### config.mk
export PLATFORM = sky130hd
export DESIGN_NAME = pmx_pin_mux
export DESIGN_NICKNAME = d
export VERILOG_FILES = /design/src/rtl/pmx_pkg.sv /design/src/rtl/pmx_pin_mux.sv
export SDC_FILE = /design/constraint.sdc
export NUM_CORES = 1
export LEC_CHECK = 0
export BUFFER_PORTS_ARGS = -buffer_cell sky130_fd_sc_hd__buf_2
export CAP_MARGIN = 0
export CELL_PAD_IN_SITES_DETAIL_PLACEMENT = 1
export CELL_PAD_IN_SITES_GLOBAL_PLACEMENT = 2
export CORE_MARGIN = 2
export CORE_UTILIZATION = 26
export DETAILED_ROUTE_END_ITERATION = 6
export PLACE_DENSITY_LB_ADDON = 0.1
export SLEW_MARGIN = 20
export SYNTH_ARGS = -nofsm -noshare
export SYNTH_HDL_FRONTEND = slang
export SYNTH_SLANG_ARGS = --single-unit
export TNS_END_PERCENT = 30
### constraint.sdc
create_clock -name clk -period 1.9 [get_ports clk]
set_clock_uncertainty 0.1 [all_clocks]
set_input_delay 0.475 -clock clk [delete_from_list [all_inputs] [get_ports clk]]
set_output_delay 0.475 -clock clk [all_outputs]
set_load 0.005 [all_outputs]
### src/rtl/pmx_pkg.sv
// package for the port a / port b / clock output pin multiplexer
// assumes a single 25 MHz core clock and synchronous active-low reset
package pmx_pkg;

  // -------------------------------------------------------------------
  // interface configuration field encodings
  // -------------------------------------------------------------------
  localparam logic [1:0] IFC_PORTS      = 2'h0;
  localparam logic [1:0] IFC_RESERVED   = 2'h1;
  localparam logic [1:0] IFC_PROG_IF    = 2'h2;
  localparam logic [1:0] IFC_SLAVE_FIFO = 2'h3;

  // -------------------------------------------------------------------
  // field positions
  // -------------------------------------------------------------------
  localparam int CPU_CLK_TRI_BIT   = 1;   // clock output tri-state
  localparam int CPU_SPD_LSB       = 3;   // clock speed field, 2 bits
  localparam int POL_DATA_OE_BIT   = 4;   // data oe polarity
  localparam int POL_PKT_BIT       = 5;   // packet commit polarity
  localparam int WAKE_EN_BIT       = 1;   // second wakeup enable
  localparam int WAKE_POL_BIT      = 4;   // second wakeup polarity
  localparam int WAKE_PA3SEL_BIT   = 7;   // pa3 alt selection
  localparam int PACFG_IRQ0_BIT    = 0;
  localparam int PACFG_IRQ1_BIT    = 1;
  localparam int PACFG_FLAG_BIT    = 7;

  // -------------------------------------------------------------------
  // clock speed codes for the divider (driven from a 48 MHz tick)
  // -------------------------------------------------------------------
  localparam logic [1:0] SPD_12 = 2'h0;
  localparam logic [1:0] SPD_24 = 2'h1;
  localparam logic [1:0] SPD_48 = 2'h2;

  // -------------------------------------------------------------------
  // reset values
  // -------------------------------------------------------------------
  localparam logic [7:0] RST_BYTE = 8'h00;
  localparam logic [1:0] RST_DIV  = 2'h0;

  // -------------------------------------------------------------------
  // carriers
  // -------------------------------------------------------------------
  typedef struct packed {
    logic [7:0] dout;   // port register value
    logic [7:0] oe;     // port output enables
  } pmx_gpio_t;

  typedef struct packed {
    logic [7:0] o;
    logic [7:0] oe;
  } pmx_pins_t;

  typedef struct packed {
    logic       data_oe;       // slave data output enable, active high
    logic [1:0] fifo_sel;      // selected slave fifo
    logic       pkt_commit;    // packet commit, active high
    logic       cs_ok;         // chip select lets strobes through
  } pmx_fifo_ctl_t;

endpackage

### src/rtl/pmx_pin_mux.sv
// pin multiplexer for the clock output pin, port a and port b
// assumes pins arrive unsynchronised; config bits come from core logic
//
// Contract
// clock output 12, 24 or 48 MHz
// after reset clock output runs 12 MHz
// cpu control bit 1 tri-states clock
// no-clock variant uses pin as port e1
// pa0 gpio or irq0, edge/level selectable
// pa1 gpio or irq1, edge/level selectable
// fifo mode: pa2 is polarity-set data oe
// pa3 selected by wakeup bit7 and oe3
// wakeup2 gated by enable, polarity bit4
// wakeup2 transition in suspend restarts, interrupts
// asserted enabled wakeup2 blocks suspend
// master drives pa4, pa5 fifo address
// pa6 commits packet, polarity bit5
// pa7 gpio, status flag or chip select
// flag function drives programmable fifo flag
// chip select gates other fifo strobes
// port b gpio or low data bus
// pins released, gpio inputs after reset
// gpio unless alternate function is selected
`timescale 1ns/10ps
`default_nettype none

module pmx_pin_mux
  #(parameter bit HAS_CORE_CLOCK_OUTPUT_PIN = 1'b1)
  (
  input  wire logic                   clk,
  input  wire logic                   rst_n,
  input  wire logic                   clk48_tick,
  input  wire logic [7:0]             cpu_control_status_reg,
  input  wire logic [1:0]             interface_config_field,
  input  wire logic [7:0]             port_a_alt_config,
  input  wire logic [7:0]             fifo_pin_polarity_reg,
  input  wire logic [7:0]             wakeup_reg,
  input  wire logic                   irq0_trigger_type,
  input  wire logic                   irq1_trigger_type,
  input  wire logic                   cpu_suspended,
  input  wire logic                   fifo_status_flag_four,
  input  wire pmx_pkg::pmx_gpio_t     port_a_gpio,
  input  wire pmx_pkg::pmx_gpio_t     port_b_gpio,
  input  wire logic                   port_e1_dout,
  input  wire logic                   port_e1_oe,
  input  wire logic [7:0]             fifo_data_bus_out,
  input  wire logic                   fifo_data_bus_drive,
  input  wire logic [7:0]             port_a_pin_i,
  input  wire logic [7:0]             port_b_pin_i,
  input  wire logic                   core_clock_output_pin_i,
  output logic                        core_clock_output_pin_o,
  output logic                        core_clock_output_pin_oe,
  output pmx_pkg::pmx_pins_t          port_a_pins,
  output pmx_pkg::pmx_pins_t          port_b_pins,
  output logic [7:0]                  port_a_in_q,
  output logic [7:0]                  port_b_in_q,
  output logic                        port_e1_in_q,
  output logic [7:0]                  fifo_data_bus_in_q,
  output pmx_pkg::pmx_fifo_ctl_t      fifo_ctl_q,
  output logic                        irq0_req_q,
  output logic                        irq1_req_q,
  output logic                        osc_restart_q,
  output logic                        wake_irq_q,
  output logic                        suspend_block_q
  );

  // -------------------------------------------------------------------
  // input synchronisers
  // -------------------------------------------------------------------
  logic [7:0] pa_s1_q, pa_s2_q, pb_s1_q, pb_s2_q;
  logic       pe_s1_q, pe_s2_q;
  logic       pa3_prev_q, irq0_prev_q, pa1_prev_q;

  // first stage feeds only the second stage
  always_ff @(posedge clk)
  begin
    if (!rst_n)
    begin
      pa_s1_q <= 8'hFF;
      pa_s2_q <= 8'hFF;
      pb_s1_q <= 8'h00;
      pb_s2_q <= 8'h00;
      pe_s1_q <= 1'h0;
      pe_s2_q <= 1'h0;
    end
    else
    begin
      pa_s1_q <= port_a_pin_i;
      pa_s2_q <= pa_s1_q;
      pb_s1_q <= port_b_pin_i;
      pb_s2_q <= pb_s1_q;
      pe_s1_q <= core_clock_output_pin_i;
      pe_s2_q <= pe_s1_q;
    end
  end

  // -------------------------------------------------------------------
  // function selection
  // -------------------------------------------------------------------
  wire fifo_mode = (interface_config_field == pmx_pkg::IFC_SLAVE_FIFO);
  wire bus_mode  = interface_config_field[1];
  wire sel_irq0  = port_a_alt_config[pmx_pkg::PACFG_IRQ0_BIT];
  wire sel_irq1  = port_a_alt_config[pmx_pkg::PACFG_IRQ1_BIT];
  wire sel_flag  = port_a_alt_config[pmx_pkg::PACFG_FLAG_BIT];
  // pa3 is the wakeup input when selected and not driven as gpio
  wire sel_wake  = wakeup_reg[pmx_pkg::WAKE_PA3SEL_BIT]
                   & ~port_a_gpio.oe[3];
  wire sel_flag7 = sel_flag;
  wire sel_cs7   = fifo_mode & ~sel_flag;

  // alternate-function usage of each port a bit (1 = not gpio)
  wire [7:0] pa_alt = {sel_flag7 | sel_cs7, {3{fifo_mode}}, sel_wake,
                       fifo_mode, sel_irq1, sel_irq0};

  // -------------------------------------------------------------------
  // pin drive: alt functions override gpio only while selected
  // -------------------------------------------------------------------
  logic [7:0] pa_o_d, pa_oe_d, pb_o_d, pb_oe_d;

  // inputs (irq, oe, addr, commit, cs, wakeup) never drive the pad
  always_comb
  begin
    pa_o_d  = port_a_gpio.dout;
    pa_oe_d = port_a_gpio.oe & ~pa_alt;
    if (sel_flag7)
    begin
      pa_o_d[7]  = fifo_status_flag_four;
      pa_oe_d[7] = 1'b1;
    end
  end

  // port b carries the low data bus in the bus modes
  assign pb_o_d  = bus_mode ? fifo_data_bus_out : port_b_gpio.dout;
  assign pb_oe_d = bus_mode ? {8{fifo_data_bus_drive}}
                            : port_b_gpio.oe;

  // registered pad drivers; reset releases every pad
  always_ff @(posedge clk)
  begin
    if (!rst_n)
    begin
      port_a_pins <= '0;
      port_b_pins <= '0;
    end
    else
    begin
      port_a_pins <= '{o: pa_o_d, oe: pa_oe_d};
      port_b_pins <= '{o: pb_o_d, oe: pb_oe_d};
    end
  end

  // -------------------------------------------------------------------
  // slave fifo control inputs
  // -------------------------------------------------------------------
  wire oe_act  = pa_s2_q[2] ~^ fifo_pin_polarity_reg[pmx_pkg::POL_DATA_OE_BIT];
  wire pkt_act = pa_s2_q[6] ~^ fifo_pin_polarity_reg[pmx_pkg::POL_PKT_BIT];
  // chip select only matters when it owns pa7; active low
  wire cs_ok   = ~sel_cs7 | ~pa_s2_q[7];
  pmx_pkg::pmx_fifo_ctl_t fifo_ctl_d;
  assign fifo_ctl_d = '{data_oe:    fifo_mode & cs_ok & oe_act,
                        fifo_sel:   fifo_mode ? pa_s2_q[5:4] : 2'h0,
                        pkt_commit: fifo_mode & cs_ok & pkt_act,
                        cs_ok:      fifo_mode & cs_ok};

  // -------------------------------------------------------------------
  // external interrupt requests
  // -------------------------------------------------------------------
  // edge mode: one pulse per falling edge; level mode: request while the pin is low
  wire irq0_d = sel_irq0 & (irq0_trigger_type ?
                            (irq0_prev_q & ~pa_s2_q[0]) : ~pa_s2_q[0]);
  wire irq1_d = sel_irq1 & (irq1_trigger_type ?
                            (pa1_prev_q & ~pa_s2_q[1]) : ~pa_s2_q[1]);

  // -------------------------------------------------------------------
  // second wakeup source
  // -------------------------------------------------------------------
  wire wake_en    = sel_wake & wakeup_reg[pmx_pkg::WAKE_EN_BIT];
  wire wake_level = pa_s2_q[3] ~^ wakeup_reg[pmx_pkg::WAKE_POL_BIT];
  wire wake_edge  = pa_s2_q[3] ^ pa3_prev_q;
  wire wake_d     = wake_en & cpu_suspended & wake_edge;
  wire block_d    = wake_en & wake_level;

  // registered status toward the core
  always_ff @(posedge clk)
  begin
    if (!rst_n)
    begin
      fifo_ctl_q         <= '0;
      irq0_req_q         <= 1'b0;
      irq1_req_q         <= 1'b0;
      osc_restart_q      <= 1'b0;
      wake_irq_q         <= 1'b0;
      suspend_block_q    <= 1'b0;
      irq0_prev_q        <= 1'b1;
      pa1_prev_q         <= 1'b1;
      pa3_prev_q         <= 1'b1;
      port_a_in_q        <= pmx_pkg::RST_BYTE;
      port_b_in_q        <= pmx_pkg::RST_BYTE;
      port_e1_in_q       <= 1'b0;
      fifo_data_bus_in_q <= pmx_pkg::RST_BYTE;
    end
    else
    begin
      fifo_ctl_q         <= fifo_ctl_d;
      irq0_req_q         <= irq0_d;
      irq1_req_q         <= irq1_d;
      osc_restart_q      <= wake_d;
      wake_irq_q         <= wake_d;
      suspend_block_q    <= block_d;
      irq0_prev_q        <= pa_s2_q[0];
      pa1_prev_q         <= pa_s2_q[1];
      pa3_prev_q         <= pa_s2_q[3];
      port_a_in_q        <= pa_s2_q;
      port_b_in_q        <= bus_mode ? 8'h00 : pb_s2_q;
      port_e1_in_q       <= HAS_CORE_CLOCK_OUTPUT_PIN ? 1'b0 : pe_s2_q;
      fifo_data_bus_in_q <= bus_mode ? pb_s2_q : 8'h00;
    end
  end

  // -------------------------------------------------------------------
  // clock output divider from the 48 MHz tick
  // -------------------------------------------------------------------
  logic [1:0] div_q;
  logic       clk_lvl_q;
  wire  [1:0] spd = cpu_control_status_reg[pmx_pkg::CPU_SPD_LSB +: 2];
  // one toggle per tick at 48, per 2 at 24, per 4 at 12
  wire  [1:0] div_lim = (spd == pmx_pkg::SPD_48) ? 2'h0 :
                        (spd == pmx_pkg::SPD_24) ? 2'h1 : 2'h3;
  wire        toggle  = clk48_tick & (div_q >= div_lim);
  wire        clk_tri = cpu_control_status_reg[pmx_pkg::CPU_CLK_TRI_BIT];

  // divider restarts at reset so the default 12 MHz is phase-clean
  always_ff @(posedge clk)
  begin
    if (!rst_n)
    begin
      div_q     <= pmx_pkg::RST_DIV;
      clk_lvl_q <= 1'b0;
    end
    else
    begin
      div_q     <= toggle ? 2'h0 : (clk48_tick ? div_q + 2'h1 : div_q);
      clk_lvl_q <= toggle ? ~clk_lvl_q : clk_lvl_q;
    end
  end

  // pad driver; the no-clock variant turns the pad into port e bit 1
  always_ff @(posedge clk)
  begin
    if (!rst_n)
    begin
      core_clock_output_pin_o  <= 1'b0;
      core_clock_output_pin_oe <= 1'b0;
    end
    else if (HAS_CORE_CLOCK_OUTPUT_PIN)
    begin
      core_clock_output_pin_o  <= clk_lvl_q;
      core_clock_output_pin_oe <= ~clk_tri;
    end
    else
    begin
      core_clock_output_pin_o  <= port_e1_dout;
      core_clock_output_pin_oe <= port_e1_oe;
    end
  end

  // -------------------------------------------------------------------
  // checks
  // -------------------------------------------------------------------
  a_clk_tristate: assert property (@(posedge clk) disable iff (!rst_n)
    HAS_CORE_CLOCK_OUTPUT_PIN && clk_tri |=> !core_clock_output_pin_oe)
    else $error("clock pad driven while tri-state requested");
  a_pa_no_alt_drive: assert property (@(posedge clk) disable iff (!rst_n)
    (pa_alt[6:0] & port_a_gpio.oe[6:0]) != 0 |=>
      (port_a_pins.oe[6:0] & $past(pa_alt[6:0])) == 0)
    else $error("port a alternate input driven");
  a_flag_drive: assert property (@(posedge clk) disable iff (!rst_n)
    sel_flag7 |=> port_a_pins.oe[7] &&
      port_a_pins.o[7] == $past(fifo_status_flag_four))
    else $error("status flag not driven on pa7");
  a_pb_bus: assert property (@(posedge clk) disable iff (!rst_n)
    bus_mode |=> port_b_pins.o == $past(fifo_data_bus_out))
    else $error("port b not carrying data bus");
  a_cs_gates: assert property (@(posedge clk) disable iff (!rst_n)
    sel_cs7 && pa_s2_q[7] |=> !fifo_ctl_q.pkt_commit &&
      !fifo_ctl_q.data_oe)
    else $error("strobe passed without chip select");
  a_suspend_block: assert property (@(posedge clk) disable iff (!rst_n)
    !wake_en |=> !suspend_block_q)
    else $error("suspend blocked with wakeup disabled");
  a_wake_needs_en: assert property (@(posedge clk) disable iff (!rst_n)
    wake_irq_q |-> $past(wake_en) && $past(cpu_suspended))
    else $error("wakeup without enable or suspend");
  a_irq0_level: assert property (@(posedge clk) disable iff (!rst_n)
    sel_irq0 && !irq0_trigger_type && !pa_s2_q[0] |=> irq0_req_q)
    else $error("level irq0 missed");
  a_irq1_edge: assert property (@(posedge clk) disable iff (!rst_n)
    irq1_req_q && $past(irq1_trigger_type) |=> !irq1_req_q)
    else $error("edge irq1 longer than one cycle");
  a_reset_release: assert property (@(posedge clk)
    !rst_n |=> port_a_pins.oe == 8'h00 && port_b_pins.oe == 8'h00)
    else $error("pads driven after reset");
  a_clk_toggle_12: assert property (@(posedge clk) disable iff (!rst_n)
    toggle && spd == pmx_pkg::SPD_12 |=> div_q == 2'h0)
    else $error("divider not restarted");

  c_fifo_commit: cover property (@(posedge clk) fifo_ctl_q.pkt_commit);
  c_wakeup: cover property (@(posedge clk) wake_irq_q);
  c_flag_mode: cover property (@(posedge clk) sel_flag7 && fifo_mode);
  c_clk_tri: cover property (@(posedge clk) clk_tri && rst_n);

endmodule

`default_nettype wire

==> flow_metrics.env, run 1 <==
export IMPL_io_buffers=144
export IMPL_dieHeight_um=115
export IMPL_synth_cells=270
export IMPL_grt_pass1_vias=2280
export IMPL_track_usage=0.114
export IMPL_final_area_um2=4370
export IMPL_cts_resized=0
export IMPL_hold_buffers=0
export IMPL_yosysUniqueCellTypes=28
export IMPL_nets=521
export IMPL_gp_congestion=0.712
export IMPL_die_w_um=115
export IMPL_endpoint="clk_lvl_q"
export IMPL_min_period_ns=1.57
export IMPL_detail_route_first_pass_iterations=4
export IMPL_cts_tree="built"
export IMPL_grt_ovfl_total=0
export IMPL_start_kind="primary input"
export IMPL_r2r_cells=5
export IMPL_switching_share=0.218
export IMPL_layout_drive_gt1_share=0.389
export IMPL_power_frac_comb=0.074
export IMPL_dpl_cell_area_um2=4080
export IMPL_cap_violations=0
export IMPL_final_common_cell="buf_2"
export IMPL_most_common_layout_cells="144 x buf_2, 105 x dfxtp_1, 42 x and2_1, 27 x nand2b_1"
export IMPL_fillCellCount=1351
export IMPL_route_antenna_remaining_nets=0
export IMPL_fin_total_pwr_mw=4.51
export IMPL_p_int_mw=3.53
export IMPL_synth_nets=374
export IMPL_cts_root_buf="clkbuf_16"
export IMPL_pin_count=170
export IMPL_outcome="complete, no violations"
export IMPL_synth_edf_count=0
export IMPL_crit_required_ns=2.09
export IMPL_worst_hold_slack_ns=0.181
export IMPL_max_clock_freq_mhz=635
export IMPL_fin_util=0.366
export IMPL_critPathCaptureType="flip-flop"
export IMPL_htreeDepth=3
export IMPL_grt_max_degree=26
export IMPL_cts_made_buffers=9
export IMPL_crit_fanout=3
export IMPL_ys_seq_elements=105
export IMPL_antenna_found_initial=0
export IMPL_seq_power_share=0.517
export IMPL_p_switching_mw=0.984
export IMPL_diodes=0
export IMPL_avgSynthCellArea_um2=11.8
export IMPL_core_area_um2=12000
export IMPL_dieArea_um2=13100
export IMPL_path_clk_slew_ns=0.06
export IMPL_post_route_period_util=0.828
export IMPL_ff2ff_setup_slack_ns=0.44
export IMPL_ys_seq_area_frac=0.662
export IMPL_hold_path_class="primary input to flip-flop"
export IMPL_initial_core_util=0.266
export IMPL_p_per_area_nw_per_um2=1030
export IMPL_hold_violations=0
export IMPL_finalSetupViolCount=0
export IMPL_critPathKind="primary input to flip-flop"
export IMPL_dr_first_iter_drc_count=63
export IMPL_area_delta_synth_final_pct=37.7
export IMPL_synth_warning_count=0
export IMPL_netlist_area_um2=3180
export IMPL_vias_per_cell=3.98
export IMPL_cts_buffer_depth=2
export IMPL_ys_async_sr_fraction=0
export IMPL_irDropWorstVdd_uv=539
export IMPL_wl_mm=7.10
export IMPL_slew_viol_final=0
export IMPL_rsz0062_at_grt="no"
export IMPL_wire_per_inst_um=12.5
export IMPL_min_from="cpu_control_status_reg[1]"
export IMPL_setup_tns_ns=0
export IMPL_critical_path_startpoint="cpu_control_status_reg[3]"
export IMPL_p_clk_frac=0.409
export IMPL_clk_latency_ns=0.34
export IMPL_drc=0
export IMPL_worstPathArrival_ns=1.76
export IMPL_dp_hpwl_mm=5.21
export IMPL_synthFlopType="dfxtp_1"
export IMPL_cts_sinks=105
export IMPL_cts_setup_buffers=0
export IMPL_vias=2262
export IMPL_fp_row_count=40
export IMPL_worst_r2r_endpoint="clk_lvl_q"
export IMPL_rr_startpoint="div_q[0]"
export IMPL_grt_pass1_wl_mm=11.2
export IMPL_p_leak_nw=2.17
[through the flow]
step | instances | worst slack (ns)
floorplan | 270 | 0.111
finish | 569 | 0.326
global route | 569 | 0.218
detailed placement | 553 | -0.0380
global placement | 553 | -0.0137
CTS | 569 | 0.330
[registers in the layout, summed over array words and instances, names as in the netlist]
register                  cells
fifo_ctl_q                    5
core_clock_output_pin_o       1
port_b_in_q                   8
irq0_req_q                    1
port_b_pins                  16
pa_s1_q                       8
wake_irq_q                    1
pb_s1_q                       8
pa_s2_q                       8
core_clock_output_pin_oe      1
suspend_block_q               1
irq1_req_q                    1
irq0_prev_q                   1
div_q                         2
fifo_data_bus_in_q            8
port_a_in_q                   8
pa3_prev_q                    1
clk_lvl_q                     1
pb_s2_q                       8
pa1_prev_q                    1
port_a_pins                  16
[final cells by class]
| cell class | instances | area [um^2] | area share |
|---|---|---|---|
| clock buffers | 11 | 233 | 0.0532 |
| clock inverters | 5 | 63.8 | 0.0146 |
| inverters | 6 | 22.5 | 0.00515 |
| multi-input cells | 145 | 977 | 0.223 |
| flip-flops and latches | 105 | 2100 | 0.481 |
| well taps | 147 | 184 | 0.0421 |
| repair buffers | 150 | 791 | 0.181 |
[synthesized netlist by cell type, types with 3 or more instances]
cell,n,area (um^2)
nor2b_1,14,87.6
and3_1,14,87.6
and2_1,42,263
nand2_1,4,15.0
a21boi_0,8,60.1
buf_4,3,22.5
ha_1,3,37.5
dfxtp_1,105,2100
nand2b_1,27,169
inv_1,6,22.5
nor2_1,4,15.0
mux2i_1,9,90.1
nor3b_1,3,22.5
clkbuf_1,7,26.3
xor2_1,4,35.0
[worst min path at each step]
stage / to / slack, ns / depth (start not counted)
6_report: core_clock_output_pin_oe / 0.18 / 2
5_1_grt: core_clock_output_pin_oe / 0.17 / 2
4_1_cts: core_clock_output_pin_oe / 0.16 / 2
3_5_place_dp: pa_s2_q[2] / 0.29 / 1
3_3_place_gp: pa_s2_q[1] / 0.29 / 1
2_1_floorplan: pa_s2_q[0] / 0.29 / 1
[layer usage]
metal / track usage / wire (um)
met3: 0.0619 / 771
met1: 0.128 / 2900
met5: 0 / 0
met4: 0.0439 / 122
met2: 0.182 / 3300
[power by group through the flow]
stage          logic, mW  clock network [mW]  registers, mW
3_3_place_gp       0.338                   0           2.38
5_1_grt            0.385                2.03           2.34
2_1_floorplan      0.145                   0           2.39
4_1_cts            0.347                1.94           2.33
6_report           0.335                1.84           2.33
3_5_place_dp       0.346                   0           2.38
[logic make-up (layout without fill, tap and decap cells)]
kind of cell,after synthesis,after routing,share of synthesized area
multiplexers,9,9,0.0284
AO/OA/AOI/OAI,13,13,0.0280
other,1,1,0.00118
flip-flops,105,105,0.662
buffers and inverters,20,172,0.0307
AND/OR/NAND/NOR,113,113,0.222
XOR/XNOR,6,6,0.0165
adder cells (fa/ha/maj),3,3,0.0118
[worst max-delay path: stages]
cell and delay, ns:
buf_2 0.07, inv_1 0.03, ha_1 0.26, inv_1 0.04, ha_1 0.27, o21ai_1 0.08, or4b_1 0.46, nand2_1 0.07
No activity file was read; power rests on OpenSTA's default activity.
==> run 2: changes to the inputs <==
CORE_UTILIZATION = 23   (was 26)
clock period = 1.35 ns   (was 1.9 ns; I/O delays follow)
==> run 2 against run 1 <==
Effect of this change: the flow now finishes with violations (setup timing); worst setup slack worse by 0.37 ns; sequential power is 41% higher; worst hold slack worse by 0.14 ns; via count is 1.1% higher; non-clock buffer count is 6 higher; utilization is 2.8 points lower; routed wire length is 4.4% higher; cell count is 6.2% higher; clock power is 30% higher; combinational power is 59% higher.
==> flow_metrics.env, run 2 (synthesis results as in run 1) <==
export IMPL_dieArea_um2=14800
export IMPL_hold_buffers=0
export IMPL_vias=2288
export IMPL_slowest_stage="or4b_1"
export IMPL_initial_core_util=0.238
export IMPL_crit_required_ns=1.54
export IMPL_final_common_cell="buf_2"
export IMPL_critPathBufInv=1
export IMPL_finalSetupViolCount=1
export IMPL_setup_tns_ns=-0.0462
export IMPL_antenna_found_initial=0
export IMPL_route_antenna_remaining_nets=0
export IMPL_cts_tree="built"
export IMPL_cap_violations=0
export IMPL_worstPathArrival_ns=1.59
export IMPL_grt_pass1_vias=2289
export IMPL_layout_setup_ws_ns=-0.0462
export IMPL_grt_max_degree=22
export IMPL_nets=527
export IMPL_die_w_um=122
export IMPL_violations="setup timing"
export IMPL_outcome="finished, violations left"
export IMPL_met2_usage=0.160
export IMPL_max_stage_delay_ns=0.50
export IMPL_crit_fanout=3
export IMPL_dpl_cell_area_um2=4150
export IMPL_path_clk_slew_ns=0.07
export IMPL_wl_mm=7.41
export IMPL_grt_ovfl_total=0
export IMPL_drc=0
export IMPL_hold_path_class="primary input to flip-flop"
export IMPL_layout_drive_gt1_share=0.423
export IMPL_rsz0062_at_grt="yes"
export IMPL_io_buffers=144
export IMPL_pin_count=170
export IMPL_cts_sinks=105
export IMPL_dr_first_iter_drc_count=54
export IMPL_irDropWorstVdd_uv=800
export IMPL_critPathCaptureType="flip-flop"
export IMPL_vias_per_cell=3.79
export IMPL_p_leak_nw=2.19
export IMPL_min_period_ns=1.40
export IMPL_diodes=0
export IMPL_track_usage=0.105
export IMPL_p_per_area_nw_per_um2=1380
export IMPL_grt_util_met1=0.125
export IMPL_fin_total_pwr_mw=6.21
export IMPL_grt_pass1_wl_mm=11.6
export IMPL_grt_use_met3=0.0564
export IMPL_post_route_period_util=1.03
export IMPL_dp_hpwl_mm=5.64
export IMPL_critPathKind="flip-flop to flip-flop"
export IMPL_detail_route_first_pass_iterations=4
export IMPL_slew_viol_final=0
export IMPL_ff2ff_setup_slack_ns=-0.05
export IMPL_fillCellCount=1550
export IMPL_fin_util=0.337
export IMPL_largest_registers="port_a_pins x16, port_b_pins x16"
export IMPL_final_area_um2=4500
export IMPL_path_cells="inv_2, ha_4, nor3b_4, or4b_1, nand2_1"
export IMPL_most_common_layout_cells="142 x buf_2, 103 x dfxtp_1, 42 x and2_1, 27 x nand2b_1"
export IMPL_cts_made_buffers=9
export IMPL_worst_hold_slack_ns=0.0401
export IMPL_core_area_um2=13300
export IMPL_max_clock_freq_mhz=716
export IMPL_cts_buffer_depth=2
export IMPL_cts_root_buf="clkbuf_16"
export IMPL_hold_violations=0
export IMPL_fp_row_count=42
export IMPL_htreeDepth=3
export IMPL_gp_congestion=0.669
export IMPL_cp_top_family="simple AND/OR/NAND/NOR gates"
export IMPL_clk_latency_ns=0.34
export IMPL_wire_per_inst_um=12.3
export IMPL_dieHeight_um=122
export IMPL_start_kind="flip-flop"
export IMPL_area_delta_synth_final_pct=41.7
export IMPL_grt_busiest_layer="met2"
[run 2: cell types whose count changed in the layout (fill, tap and decap cells not counted), moves of 3 or more]
cell / delta
buf_4: +6
ha_1: -3
ha_4: +3
inv_1: -3
[run 2: worst paths after layout]
| check | cells past startpoint | from | endpoint |
|---|---|---|---|
| worst max register to register | 5 | div_q[0] | clk_lvl_q |
| worst max-delay path | 5 | div_q[0] | clk_lvl_q |
| worst min register to register | 1 | pa_s1_q[3] | pa_s2_q[3] |
| worst min-delay path | 2 | cpu_control_status_reg[1] | core_clock_output_pin_oe |
[run 2: per-layer routing]
layer,vias to the layer above,part of all wire
met5,-,0
met4,0,0.016
met3,8,0.093
met2,90,0.45
met1,1038,0.44
li1,1152,-
[run 2: area by class of cell]
type / instances / area, um^2 / share of cell area
Sequential cell: 105 / 2100 / 0.467
Multi-Input combinational cell: 145 / 1030 / 0.229
Timing Repair Buffer: 156 / 848 / 0.188
Clock buffer: 10 / 229 / 0.0509
Tap cell: 176 / 220 / 0.0489
Clock inverter: 6 / 45.0 / 0.0100
Inverter: 6 / 25.0 / 0.00556
[run 2: metrics by stage]
step,setup WS (ns),std cells
6_report,-0.0462,604
5_1_grt,-0.0911,604
4_1_cts,-0.0739,604
3_5_place_dp,-0.451,587
3_3_place_gp,-0.395,587
2_1_floorplan,-0.284,270
[run 2: timing repair]
| action | CTS | global route |
|---|---|---|
| endpoints found under the setup margin | 3 | 3 |
| pin swaps | 5 | 2 |
| buffers inserted | 1 | 0 |
| endpoints found under the hold margin | 0 | 0 |
| resized for setup | 14 | 0 |
[run 2: where the power goes]
part           switching [mW]  total [mW]  internal [mW]
Combinational           0.225       0.533          0.307
Sequential             0.0401        3.29           3.25
Clock                    1.14        2.39           1.25
Total                    1.40        6.21           4.81
